--- src/logic/amp_reset_power_pkg.sv ---
// constants and types for the amplifier reset and power control block
package amp_reset_power_pkg;
    // register indices as printed; byte address is four times the index
    localparam logic [7:0] MODULE_RESET_CONTROL_IDX  = 8'h01;
    localparam logic [7:0] POWER_REQUEST_CONTROL_IDX = 8'h02;
    localparam logic [7:0] CHANNEL_MUTE_CONTROL_IDX  = 8'h03;
    localparam logic [7:0] STATUS_IDX                = 8'h04;
    localparam int         ADDR_W                    = 12;
    // field positions
    localparam int MODULE_RESET_POS     = 4;
    localparam int REGISTER_RESET_POS   = 0;
    localparam int PROCESSOR_RESET_POS  = 7;
    localparam int STANDBY_REQUEST_POS  = 4;
    localparam int POWERDOWN_REQUEST_POS = 0;
    localparam int LEFT_MUTE_POS        = 4;
    localparam int RIGHT_MUTE_POS       = 0;
    // reset values and write masks
    localparam logic [7:0] MODULE_RESET_RESET  = 8'h00;
    localparam logic [7:0] POWER_REQUEST_RESET = 8'h80;
    localparam logic [7:0] MUTE_RESET          = 8'h00;
    localparam logic [7:0] POWER_WRITE_MASK    = 8'h91;
    localparam logic [7:0] MUTE_WRITE_MASK     = 8'h1f;
    // reset pulse lengths
    localparam int         MODULE_RESET_NS = 40;
    localparam int         CLOCK_PERIOD_NS = 4;
    localparam logic [3:0] MODULE_RESET_CYCLES =
        4'((MODULE_RESET_NS + CLOCK_PERIOD_NS - 1) / CLOCK_PERIOD_NS);
    localparam logic [3:0] REGISTER_RESET_CYCLES = 4'h2;
    localparam logic [3:0] COUNT_ZERO            = 4'h0;
    localparam logic [3:0] COUNT_ONE             = 4'h1;

    typedef enum logic [1:0]
    {
        PWR_ACTIVE    = 2'b00,
        PWR_STANDBY   = 2'b01,
        PWR_POWERDOWN = 2'b10
    } power_state_type;

    typedef enum logic [1:0]
    {
        RST_IDLE     = 2'b00,
        RST_MODULE   = 2'b01,
        RST_REGISTER = 2'b10
    } reset_state_type;

    typedef struct packed
    {
        logic modulesInReset;
        logic processorInReset;
        logic ramClear;
        logic executeFromRom;
    } reset_out_type;

    typedef struct packed
    {
        logic standbyPower;
        logic chargePumpOff;
        logic leftMute;
        logic rightMute;
    } power_out_type;
endpackage

--- src/logic/amp_reset_power_control.sv ---
// reset, standby and powerdown control with an APB register slave
`timescale 1ns/1ps
`default_nettype none
module amp_reset_power_control
    import amp_reset_power_pkg::*;
(
    // clock and reset
    input  wire logic                mclk,
    input  wire logic                reset_n,
    // apb slave
    input  wire logic                psel,
    input  wire logic                penable,
    input  wire logic                pwrite,
    input  wire logic [ADDR_W-1:0]   paddr,
    input  wire logic [31:0]         pwdata,
    output var  logic [31:0]         prdata,
    output var  logic                pready,
    output var  logic                pslverr,
    // clock error from the detector, asynchronous
    input  wire logic                clockError,
    // controls to the datapath
    output var  reset_out_type       resetOut,
    output var  power_out_type       powerOut
);
    function automatic logic hitReg(input logic [ADDR_W-1:0] a, input logic [7:0] idx);
        hitReg = (a == ADDR_W'({idx, 2'b00}));
    endfunction

    logic [7:0]      moduleResetReg;
    logic [7:0]      powerReg;
    logic [7:0]      muteReg;
    reset_state_type resetStateReg;
    logic [3:0]      resetCountReg;
    power_state_type powerStateReg;
    power_state_type powerStateNext;
    logic            clockErrorMetaReg;
    logic            clockErrorSyncReg;
    logic            ramSourceRomReg;

    wire logic accessPhase = psel && penable;
    wire logic writeHit    = accessPhase && pwrite;
    wire logic inStandby   = (powerStateReg != PWR_ACTIVE);
    wire logic modWrite    = writeHit && hitReg(paddr, MODULE_RESET_CONTROL_IDX);
    // module reset refused outside standby
    wire logic startModule = modWrite && pwdata[MODULE_RESET_POS] && inStandby
                             && (resetStateReg == RST_IDLE);
    // register reset relies on software keeping to standby
    wire logic startRegReset = modWrite && pwdata[REGISTER_RESET_POS] && !startModule
                               && (resetStateReg == RST_IDLE);
    wire logic regResetDone  = (resetStateReg == RST_REGISTER) && (resetCountReg == COUNT_ONE);

    always_ff @(posedge mclk or negedge reset_n)
    begin
        if (!reset_n)
        begin
            clockErrorMetaReg <= 1'b0;
            clockErrorSyncReg <= 1'b0;
        end
        else
        begin
            clockErrorMetaReg <= clockError;
            clockErrorSyncReg <= clockErrorMetaReg;
        end
    end

    // reset sequencer
    always_ff @(posedge mclk or negedge reset_n)
    begin
        if (!reset_n)
        begin
            resetStateReg  <= RST_IDLE;
            resetCountReg  <= COUNT_ZERO;
            moduleResetReg <= MODULE_RESET_RESET;
        end
        else
        begin
            case (resetStateReg)
                RST_IDLE:
                begin
                    if (startModule)
                    begin
                        resetStateReg  <= RST_MODULE;
                        resetCountReg  <= MODULE_RESET_CYCLES;
                        moduleResetReg[MODULE_RESET_POS] <= 1'b1;
                    end
                    else if (startRegReset)
                    begin
                        resetStateReg  <= RST_REGISTER;
                        resetCountReg  <= REGISTER_RESET_CYCLES;
                        moduleResetReg[REGISTER_RESET_POS] <= 1'b1;
                    end
                end
                default:
                begin
                    if (resetCountReg == COUNT_ONE)
                    begin
                        resetStateReg  <= RST_IDLE;
                        resetCountReg  <= COUNT_ZERO;
                        moduleResetReg <= MODULE_RESET_RESET;
                    end
                    else
                    begin
                        resetCountReg <= resetCountReg - COUNT_ONE;
                    end
                end
            endcase
        end
    end

    // mode registers; a register reset restores them
    always_ff @(posedge mclk or negedge reset_n)
    begin
        if (!reset_n)
        begin
            powerReg <= POWER_REQUEST_RESET;
            muteReg  <= MUTE_RESET;
        end
        else if (regResetDone)
        begin
            powerReg <= POWER_REQUEST_RESET;
            muteReg  <= MUTE_RESET;
        end
        else if (writeHit && hitReg(paddr, POWER_REQUEST_CONTROL_IDX))
        begin
            powerReg <= pwdata[7:0] & POWER_WRITE_MASK;
        end
        else if (writeHit && hitReg(paddr, CHANNEL_MUTE_CONTROL_IDX))
        begin
            muteReg <= pwdata[7:0] & MUTE_WRITE_MASK;
        end
    end

    // execution source; RAM content untouched by register reset
    always_ff @(posedge mclk or negedge reset_n)
    begin
        if (!reset_n)
        begin
            ramSourceRomReg <= 1'b1;
        end
        else if (regResetDone || resetStateReg == RST_MODULE)
        begin
            ramSourceRomReg <= 1'b1;
        end
        else if (!powerReg[PROCESSOR_RESET_POS])
        begin
            ramSourceRomReg <= 1'b0;
        end
    end

    always_comb
    begin
        if (powerReg[POWERDOWN_REQUEST_POS])
        begin
            powerStateNext = PWR_POWERDOWN;
        end
        else if (powerReg[STANDBY_REQUEST_POS] || clockErrorSyncReg)
        begin
            powerStateNext = PWR_STANDBY;
        end
        else
        begin
            powerStateNext = PWR_ACTIVE;
        end
    end

    always_ff @(posedge mclk or negedge reset_n)
    begin
        if (!reset_n)
        begin
            powerStateReg <= PWR_ACTIVE;
        end
        else
        begin
            powerStateReg <= powerStateNext;
        end
    end

    // datapath controls, all registered
    always_ff @(posedge mclk or negedge reset_n)
    begin
        if (!reset_n)
        begin
            resetOut <= '{modulesInReset: 1'b0, processorInReset: 1'b1, ramClear: 1'b0, executeFromRom: 1'b1};
            powerOut <= '0;
        end
        else
        begin
            resetOut.modulesInReset   <= (resetStateReg == RST_MODULE);
            // processor released only when software clears the bit
            resetOut.processorInReset <= powerReg[PROCESSOR_RESET_POS] || (resetStateReg == RST_MODULE);
            resetOut.ramClear         <= (resetStateReg == RST_MODULE);
            resetOut.executeFromRom   <= ramSourceRomReg;
            powerOut.standbyPower     <= (powerStateNext != PWR_ACTIVE);
            powerOut.chargePumpOff    <= (powerStateNext == PWR_POWERDOWN);
            // the ramp itself lives in the volume block; this is its target
            powerOut.leftMute         <= muteReg[LEFT_MUTE_POS];
            powerOut.rightMute        <= muteReg[RIGHT_MUTE_POS];
        end
    end

    // apb: zero-wait answer, unmapped reads zero with error
    always_ff @(posedge mclk or negedge reset_n)
    begin
        if (!reset_n)
        begin
            prdata  <= '0;
            pready  <= 1'b0;
            pslverr <= 1'b0;
        end
        else
        begin
            pready  <= psel && !penable;
            pslverr <= 1'b0;
            prdata  <= '0;
            if (psel && !penable)
            begin
                if (hitReg(paddr, MODULE_RESET_CONTROL_IDX))
                begin
                    prdata <= {24'h00_0000, moduleResetReg};
                end
                else if (hitReg(paddr, POWER_REQUEST_CONTROL_IDX))
                begin
                    prdata <= {24'h00_0000, powerReg};
                end
                else if (hitReg(paddr, CHANNEL_MUTE_CONTROL_IDX))
                begin
                    prdata <= {24'h00_0000, muteReg};
                end
                else if (hitReg(paddr, STATUS_IDX))
                begin
                    prdata <= {28'h000_0000, clockErrorSyncReg, ramSourceRomReg, powerStateReg};
                end
                else
                begin
                    pslverr <= 1'b1;
                end
            end
        end
    end
endmodule
`default_nettype wire

--- config.mk ---
export PLATFORM = sky130hd
export DESIGN_NAME = amp_reset_power_control
export DESIGN_NICKNAME = d
export VERILOG_FILES = /design/src/logic/amp_reset_power_pkg.sv /design/src/logic/amp_reset_power_control.sv
export SDC_FILE = /design/constraint.sdc
export NUM_CORES = 1
export LEC_CHECK = 0
export BUFFER_PORTS_ARGS = -buffer_cell sky130_fd_sc_hd__buf_2
export CAP_MARGIN = 20
export CELL_PAD_IN_SITES_DETAIL_PLACEMENT = 1
export CELL_PAD_IN_SITES_GLOBAL_PLACEMENT = 2
export CORE_UTILIZATION = 24
export CTS_BUF_LIST = sky130_fd_sc_hd__clkbuf_2 sky130_fd_sc_hd__clkbuf_4 sky130_fd_sc_hd__clkbuf_8
export DETAILED_ROUTE_END_ITERATION = 12
export PLACE_DENSITY = 0.86
export SETUP_SLACK_MARGIN = 0.4
export SYNTH_ARGS = -nofsm -noshare
export SYNTH_HDL_FRONTEND = slang
export SYNTH_SLANG_ARGS = --single-unit
--- constraint.sdc ---
create_clock -name mclk -period 1.6 [get_ports mclk]
set_input_delay 0 -clock mclk [delete_from_list [all_inputs] [get_ports mclk]]
set_output_delay 0 -clock mclk [all_outputs]
set_load 0.05 [all_outputs]
* Word-level counts from Yosys, hierarchy flattened *
Cells that the tools add are included.

cells by class
  $add $sub $neg = 1
  $mul = 0
  divide/modulo/power cells = 0
  order comparisons = 0
  equality and inequality tests = 14
  shift-type cells = 0
  multiplexer cells = 33
  bitwise operators = 0
  reduce and logical (&&, ||, !) cells = 28

operators with widths
  operator                                                                 count
  8-bit two-way mux                                                        8
  32-bit two-way mux                                                       1
  12-bit by 4-bit equality test with 1-bit output, second input constant   2
  4-bit two-way mux                                                        5
  1-bit logical AND                                                        13
  1-bit two-way mux                                                        13
  12-bit by 3-bit equality test with 1-bit output, second input constant   1
  12-bit by 5-bit equality test with 1-bit output, second input constant   1
  2-bit two-way mux                                                        5
  2-bit nonzero test                                                       5
  2-bit inequality test, second input constant                             4
  2-bit AND reduction                                                      3
  5-bit two-way mux                                                        1
  2-bit equality test, second input constant                               2
  4-bit by 1-bit equality test with 1-bit output, second input constant    1
  4-bit by 1-bit subtractor with 4-bit output, second input constant       1
  1-bit logical OR                                                         3
  3-bit inequality test, second input constant                             1
  3-bit AND reduction                                                      1
  2-bit by 1-bit equality test with 1-bit output, second input constant    1
  1-bit logical NOT                                                        2
  2-bit logical NOT                                                        1
  2-bit by 1-bit inequality test with 1-bit output, second input constant  1

word-level totals
  register bits = 70
  bits in latches = 0
  RAM bits = 0
  bits in read-only memories = 0
  bits of input ports = 50
  output and inout port bits = 42
  logic and storage cells = 96
  memories = 0

* Depth between registers and ports, before layout *
  depth in word-level cells = 12
  gate-level depth with buffers = 7

* Worst setup path after synthesis *
Ideal clock, no wire load.

  path type = reg2reg
  from = reg resetCountReg[1]
  to = reg muteReg[0]
  data arrival time = 1452 ps
  slack = 18 ps
  stages on the path, launching flop included = 8
  buffers on the path = 1
  clock period less this slack = 1582 ps
  path through = dfrtp_1 inv_1 ha_1 nor3b_1 nand3b_1 clkbuf_1 o211ai_1 o21ai_0

on the way
  longest elaborated chain between the ends = 4
  elaborated cells on any way between the ends = 6

ends and longest elaborated chain
  item                                                                   line                            source
  from (decl)                                                            amp_reset_power_control.sv:33   logic [3:0] resetCountReg;
  from (signal assigned)                                                 amp_reset_power_control.sv:103  resetCountReg <= resetCountReg - COUNT_ONE;
  4-bit by 1-bit equality test with 1-bit output (*)                     amp_reset_power_control.sv:50   wire logic regResetDone = (resetStateReg == RST_REGISTER) && (resetCountReg == COUNT_ONE);
  1-bit logical AND (*)                                                  amp_reset_power_control.sv:50
  2-bit inequality test (no line) or 2-bit nonzero test (tied branches)  -
  2-bit AND reduction (no line)                                          -
  to (signal assigned)                                                   amp_reset_power_control.sv:129  muteReg <= pwdata[7:0] & MUTE_WRITE_MASK;
  to (decl)                                                              amp_reset_power_control.sv:31   logic [7:0] muteReg;

Every way passes the cells marked *; elsewhere a longest branch is shown, timed or not.
A chain may end at the register's enable or synchronous reset.

* Final worst setup path *
  from = reg resetCountReg[0]
  to = reg resetCountReg[3]

on the way
  longest elaborated chain between the ends = 3
  elaborated cells on any way between the ends = 4

ends and longest elaborated chain
  item                                                                                                           line                                                           source
  4-bit by 1-bit subtractor with 4-bit output or 4-bit by 1-bit equality test with 1-bit output (tied branches)  amp_reset_power_control.sv:103, amp_reset_power_control.sv:95
  4-bit two-way mux (*)                                                                                          amp_reset_power_control.sv:95                                  if (resetCountReg == COUNT_ONE)
  4-bit two-way mux (*)                                                                                          amp_reset_power_control.sv:77                                  case (resetStateReg)

Marks and branches as above.

==> impl_metrics.py <==
metrics = {
    "outcome": {
        "status": "finished, final reports clean",
    },
    "grt": {
        "antenna_found_initial": 0,
        "use_met2_pct": 19.5,
        "grt_usage_pct": 11.3,
        "grt-busiest-layer": "met2",
        "grt.overflow.total": 0,
        "grt_pass1_wl_um": 7180,
        "grt_start_max_net_pins": 37,
        "grt_pass1_vias": 1464,
        "use_met3_pct": 3.21,
        "met1_usage_pct": 12.8,
    },
    "clock_network": {
        "clockBufferDepth": 2,
        "clk_latency_ns": 0.29,
        "cts_tree": "yes",
        "cts_max_level": 2,
        "clk_pin_slew_ns": 0.07,
        "cts.sinks": 36,
        "cts-root-buf": "clkbuf_8",
        "cts_buffers": 5,
    },
    "layout": {
        "seqCellArea_um2": 907,
        "final_cells": 348,
        "areaGrowthSynthToFinish_pct": 31.5,
        "final_common_cell": "buf_2",
        "fin_nets": 300,
        "multi_input_area_um2": 882,
        "design_area_um2": 2450,
        "final_layout_size_suffix_gt1_share_pct": 37.3,
        "mostFrequentLayoutCells": "buf_2, dfrtp_1, conb_1",
        "fillers": 872,
        "fin_util_pct": 33.2,
        "n_antenna_cell": 0,
    },
    "logic_synthesis": {
        "synth-seq-cells": 36,
        "async_flop_share_pct": 100,
        "avgSynthCellArea_um2": 10.0,
        "ys.warnings.count": 0,
        "synthDominantCellAreaShare_pct": 43.0,
        "synth_area_um2": 1860,
        "yosysUniqueCellTypes": 45,
        "syn-instance-count": 186,
        "ys.flop_type": "dfrtp_1",
        "yosysTopAreaCell": "dfrtp_1",
        "yosys-top-cells-area": "dfrtp_1, buf_4, dfstp_2",
        "ys_seq_area_share_pct": 48.7,
        "synth_edf_count": 0,
    },
    "worst_setup_path": {
        "path_class": "flip-flop to flip-flop",
        "crit_path_cell_trace": "ha_4 -> nor3b_4 -> buf_4 -> buf_6 -> nor4_4 -> a31oi_1 -> nand3_1",
        "cp-end-kind": "flip-flop",
        "crit_fanout": 2,
        "critPathMaxStageDelay_ns": 0.44,
        "startpoint_type": "flip-flop",
        "crit_family": "simple AND/OR/NAND/NOR gates",
        "crit_arrival_ns": 1.71,
        "critical_path.slowest_cell": "dfrtp_2",
        "path_buf_inv": 2,
        "cp.required_ns": 1.83,
    },
    "power_and_ir_drop": {
        "p_seq_share_pct": 48.4,
        "power_density_nw_per_um2": 780,
        "switching_power_uw": 573,
        "power.share.switching_pct": 30.0,
        "power_mw": 1.91,
        "combPwrFrac_pct": 15.4,
        "p_int_mw": 1.34,
        "leakage_nw": 1.19,
        "clkPwrFrac_pct": 36.1,
        "vdd_drop_max_uv": 236,
    },
    "placed_design": {
        "place_area_um2": 2080,
        "io_buffer_count": 39,
        "place.gp.congestion": 0.721,
        "dp_slack_ns": 0.0306,
        "dp.cells": 318,
        "dp_hpwl_um": 3150,
    },
    "floorplan": {
        "initial_core_util_pct": 25.3,
        "placementRows": 31,
        "die_y_um": 90.1,
        "pin_count": 92,
        "fp.dieW_um": 90.1,
        "fp.dieArea_um2": 8110,
        "core_um2": 7370,
    },
    "drt": {
        "vias": 1461,
        "drtAntennaViolNets": 0,
        "drt_iter0_drc": 41,
        "wl_per_cell_um": 12.8,
        "drt_wl_total_um": 4440,
        "drc": 0,
        "avgViaCountPerCell": 4.20,
        "drtPass1Iterations": 4,
    },
    "sta": {
        "slew_viol_final": 0,
        "min_period_ns": 1.48,
        "worst_slack_ns": 0.122,
        "slew_headroom_pct": 47.6,
        "finalCritPeriodShare_pct": 92.4,
        "holdWs_ns": 0.0256,
        "hold_viol_final": 0,
        "worst_pin_slew_ns": 0.786,
        "max_clock_freq_mhz": 676,
        "fin_setup_tns_ns": 0,
        "rsz0062_at_grt": "true",
        "final-setup-viol-count": 0,
        "clock_skew_ns": 0.00360,
    },
    "worst_hold_path": {
        "hold_path.class": "input pin to flip-flop",
    },
    "flow_run": {
        "maxCapViolations": 0,
    },
}
==> power groups by stage <==
stage / Sequential [mW] / Combinational [mW] / Clock [mW]
floorplan: 0.952 / 0.242 / 0
global placement: 0.942 / 0.266 / 0
detailed placement: 0.942 / 0.268 / 0
CTS: 0.925 / 0.291 / 0.706
global route: 0.926 / 0.316 / 0.744
finish: 0.925 / 0.295 / 0.690
==> synthesized netlist by cell type, types with 2 or more instances <==
cell / n
dfrtp_1: 32
buf_4: 28
nand2_1: 24
nor2_1: 13
o21ai_0: 8
nand3_1: 7
inv_1: 5
mux2i_1: 5
nand2b_1: 5
dfstp_2: 4
nand4_1: 4
a32oi_1: 3
and3_1: 3
clkbuf_1: 3
nor3b_1: 3
nor4_1: 3
a21oi_1: 2
buf_2: 2
ha_1: 2
nor3_1: 2
o211ai_1: 2
or3_1: 2
xnor2_1: 2
==> timing repair <==
| action | in CTS | in global routing |
|---|---|---|
| buffers inserted | 6 | 7 |
| pin swaps | 5 | 4 |
| hold buffers | 8 | 0 |
| setup endpoints to repair | 16 | 17 |
| gates resized for setup | 13 | 10 |
| gates cloned | 1 | 0 |
| endpoints found under the hold margin | 40 | 0 |
==> flip-flops by register name, summed over array words and instances, names as in the netlist <==
register and cells:
resetStateReg 2, clockErrorSyncReg 1, powerOut 4, pready 1, resetOut 3, resetCountReg 4
muteReg 5, pslverr 1, prdata 6, clockErrorMetaReg 1, ramSourceRomReg 1, powerReg 3
powerStateReg 2, moduleResetReg 2
==> per-layer routing <==
layer / up-vias / share of wire (%)
li1: 706 / -
met1: 693 / 42
met2: 55 / 49
met3: 7 / 6.4
met4: 0 / 2.2
met5: - / 0
==> cell families after synthesis <==
| family | after synthesis | synth area share, % |
|---|---|---|
| DFF | 36 | 48.7 |
| AOI/OAI and AO/OA | 23 | 8.87 |
| and+or+nand+nor | 77 | 22.6 |
| other | 1 | 0.201 |
| xor gates and xnor gates | 2 | 0.941 |
| muxes | 6 | 3.29 |
| buffers and inverters | 39 | 14.0 |
| adders and majority gates | 2 | 1.34 |
==> path summary, 6_finish.rpt <==
path,startpoint,end,slack (ns),cells after the start
min,paddr[4],prdata[4],0.03,2
min reg2reg,clockErrorMetaReg,clockErrorSyncReg,0.35,0
max in group asynchronous,reset_n,resetCountReg[0],0.73,2
min in group asynchronous,reset_n,prdata[1],0.32,2
max reg2reg,resetCountReg[0],resetCountReg[3],0.12,7
max,resetCountReg[0],resetCountReg[3],0.12,7
==> layout make-up <==
cell class | count | area share, %
Sequential cell | 36 | 37.0
Clock buffer | 6 | 3.37
Timing Repair Buffer | 64 | 17.1
Clock inverter | 2 | 0.613
Inverter | 5 | 0.766
Tap cell | 99 | 5.06
Multi-Input combinational cell | 136 | 36.0
Note: power is estimated with default switching activity, not from simulation.
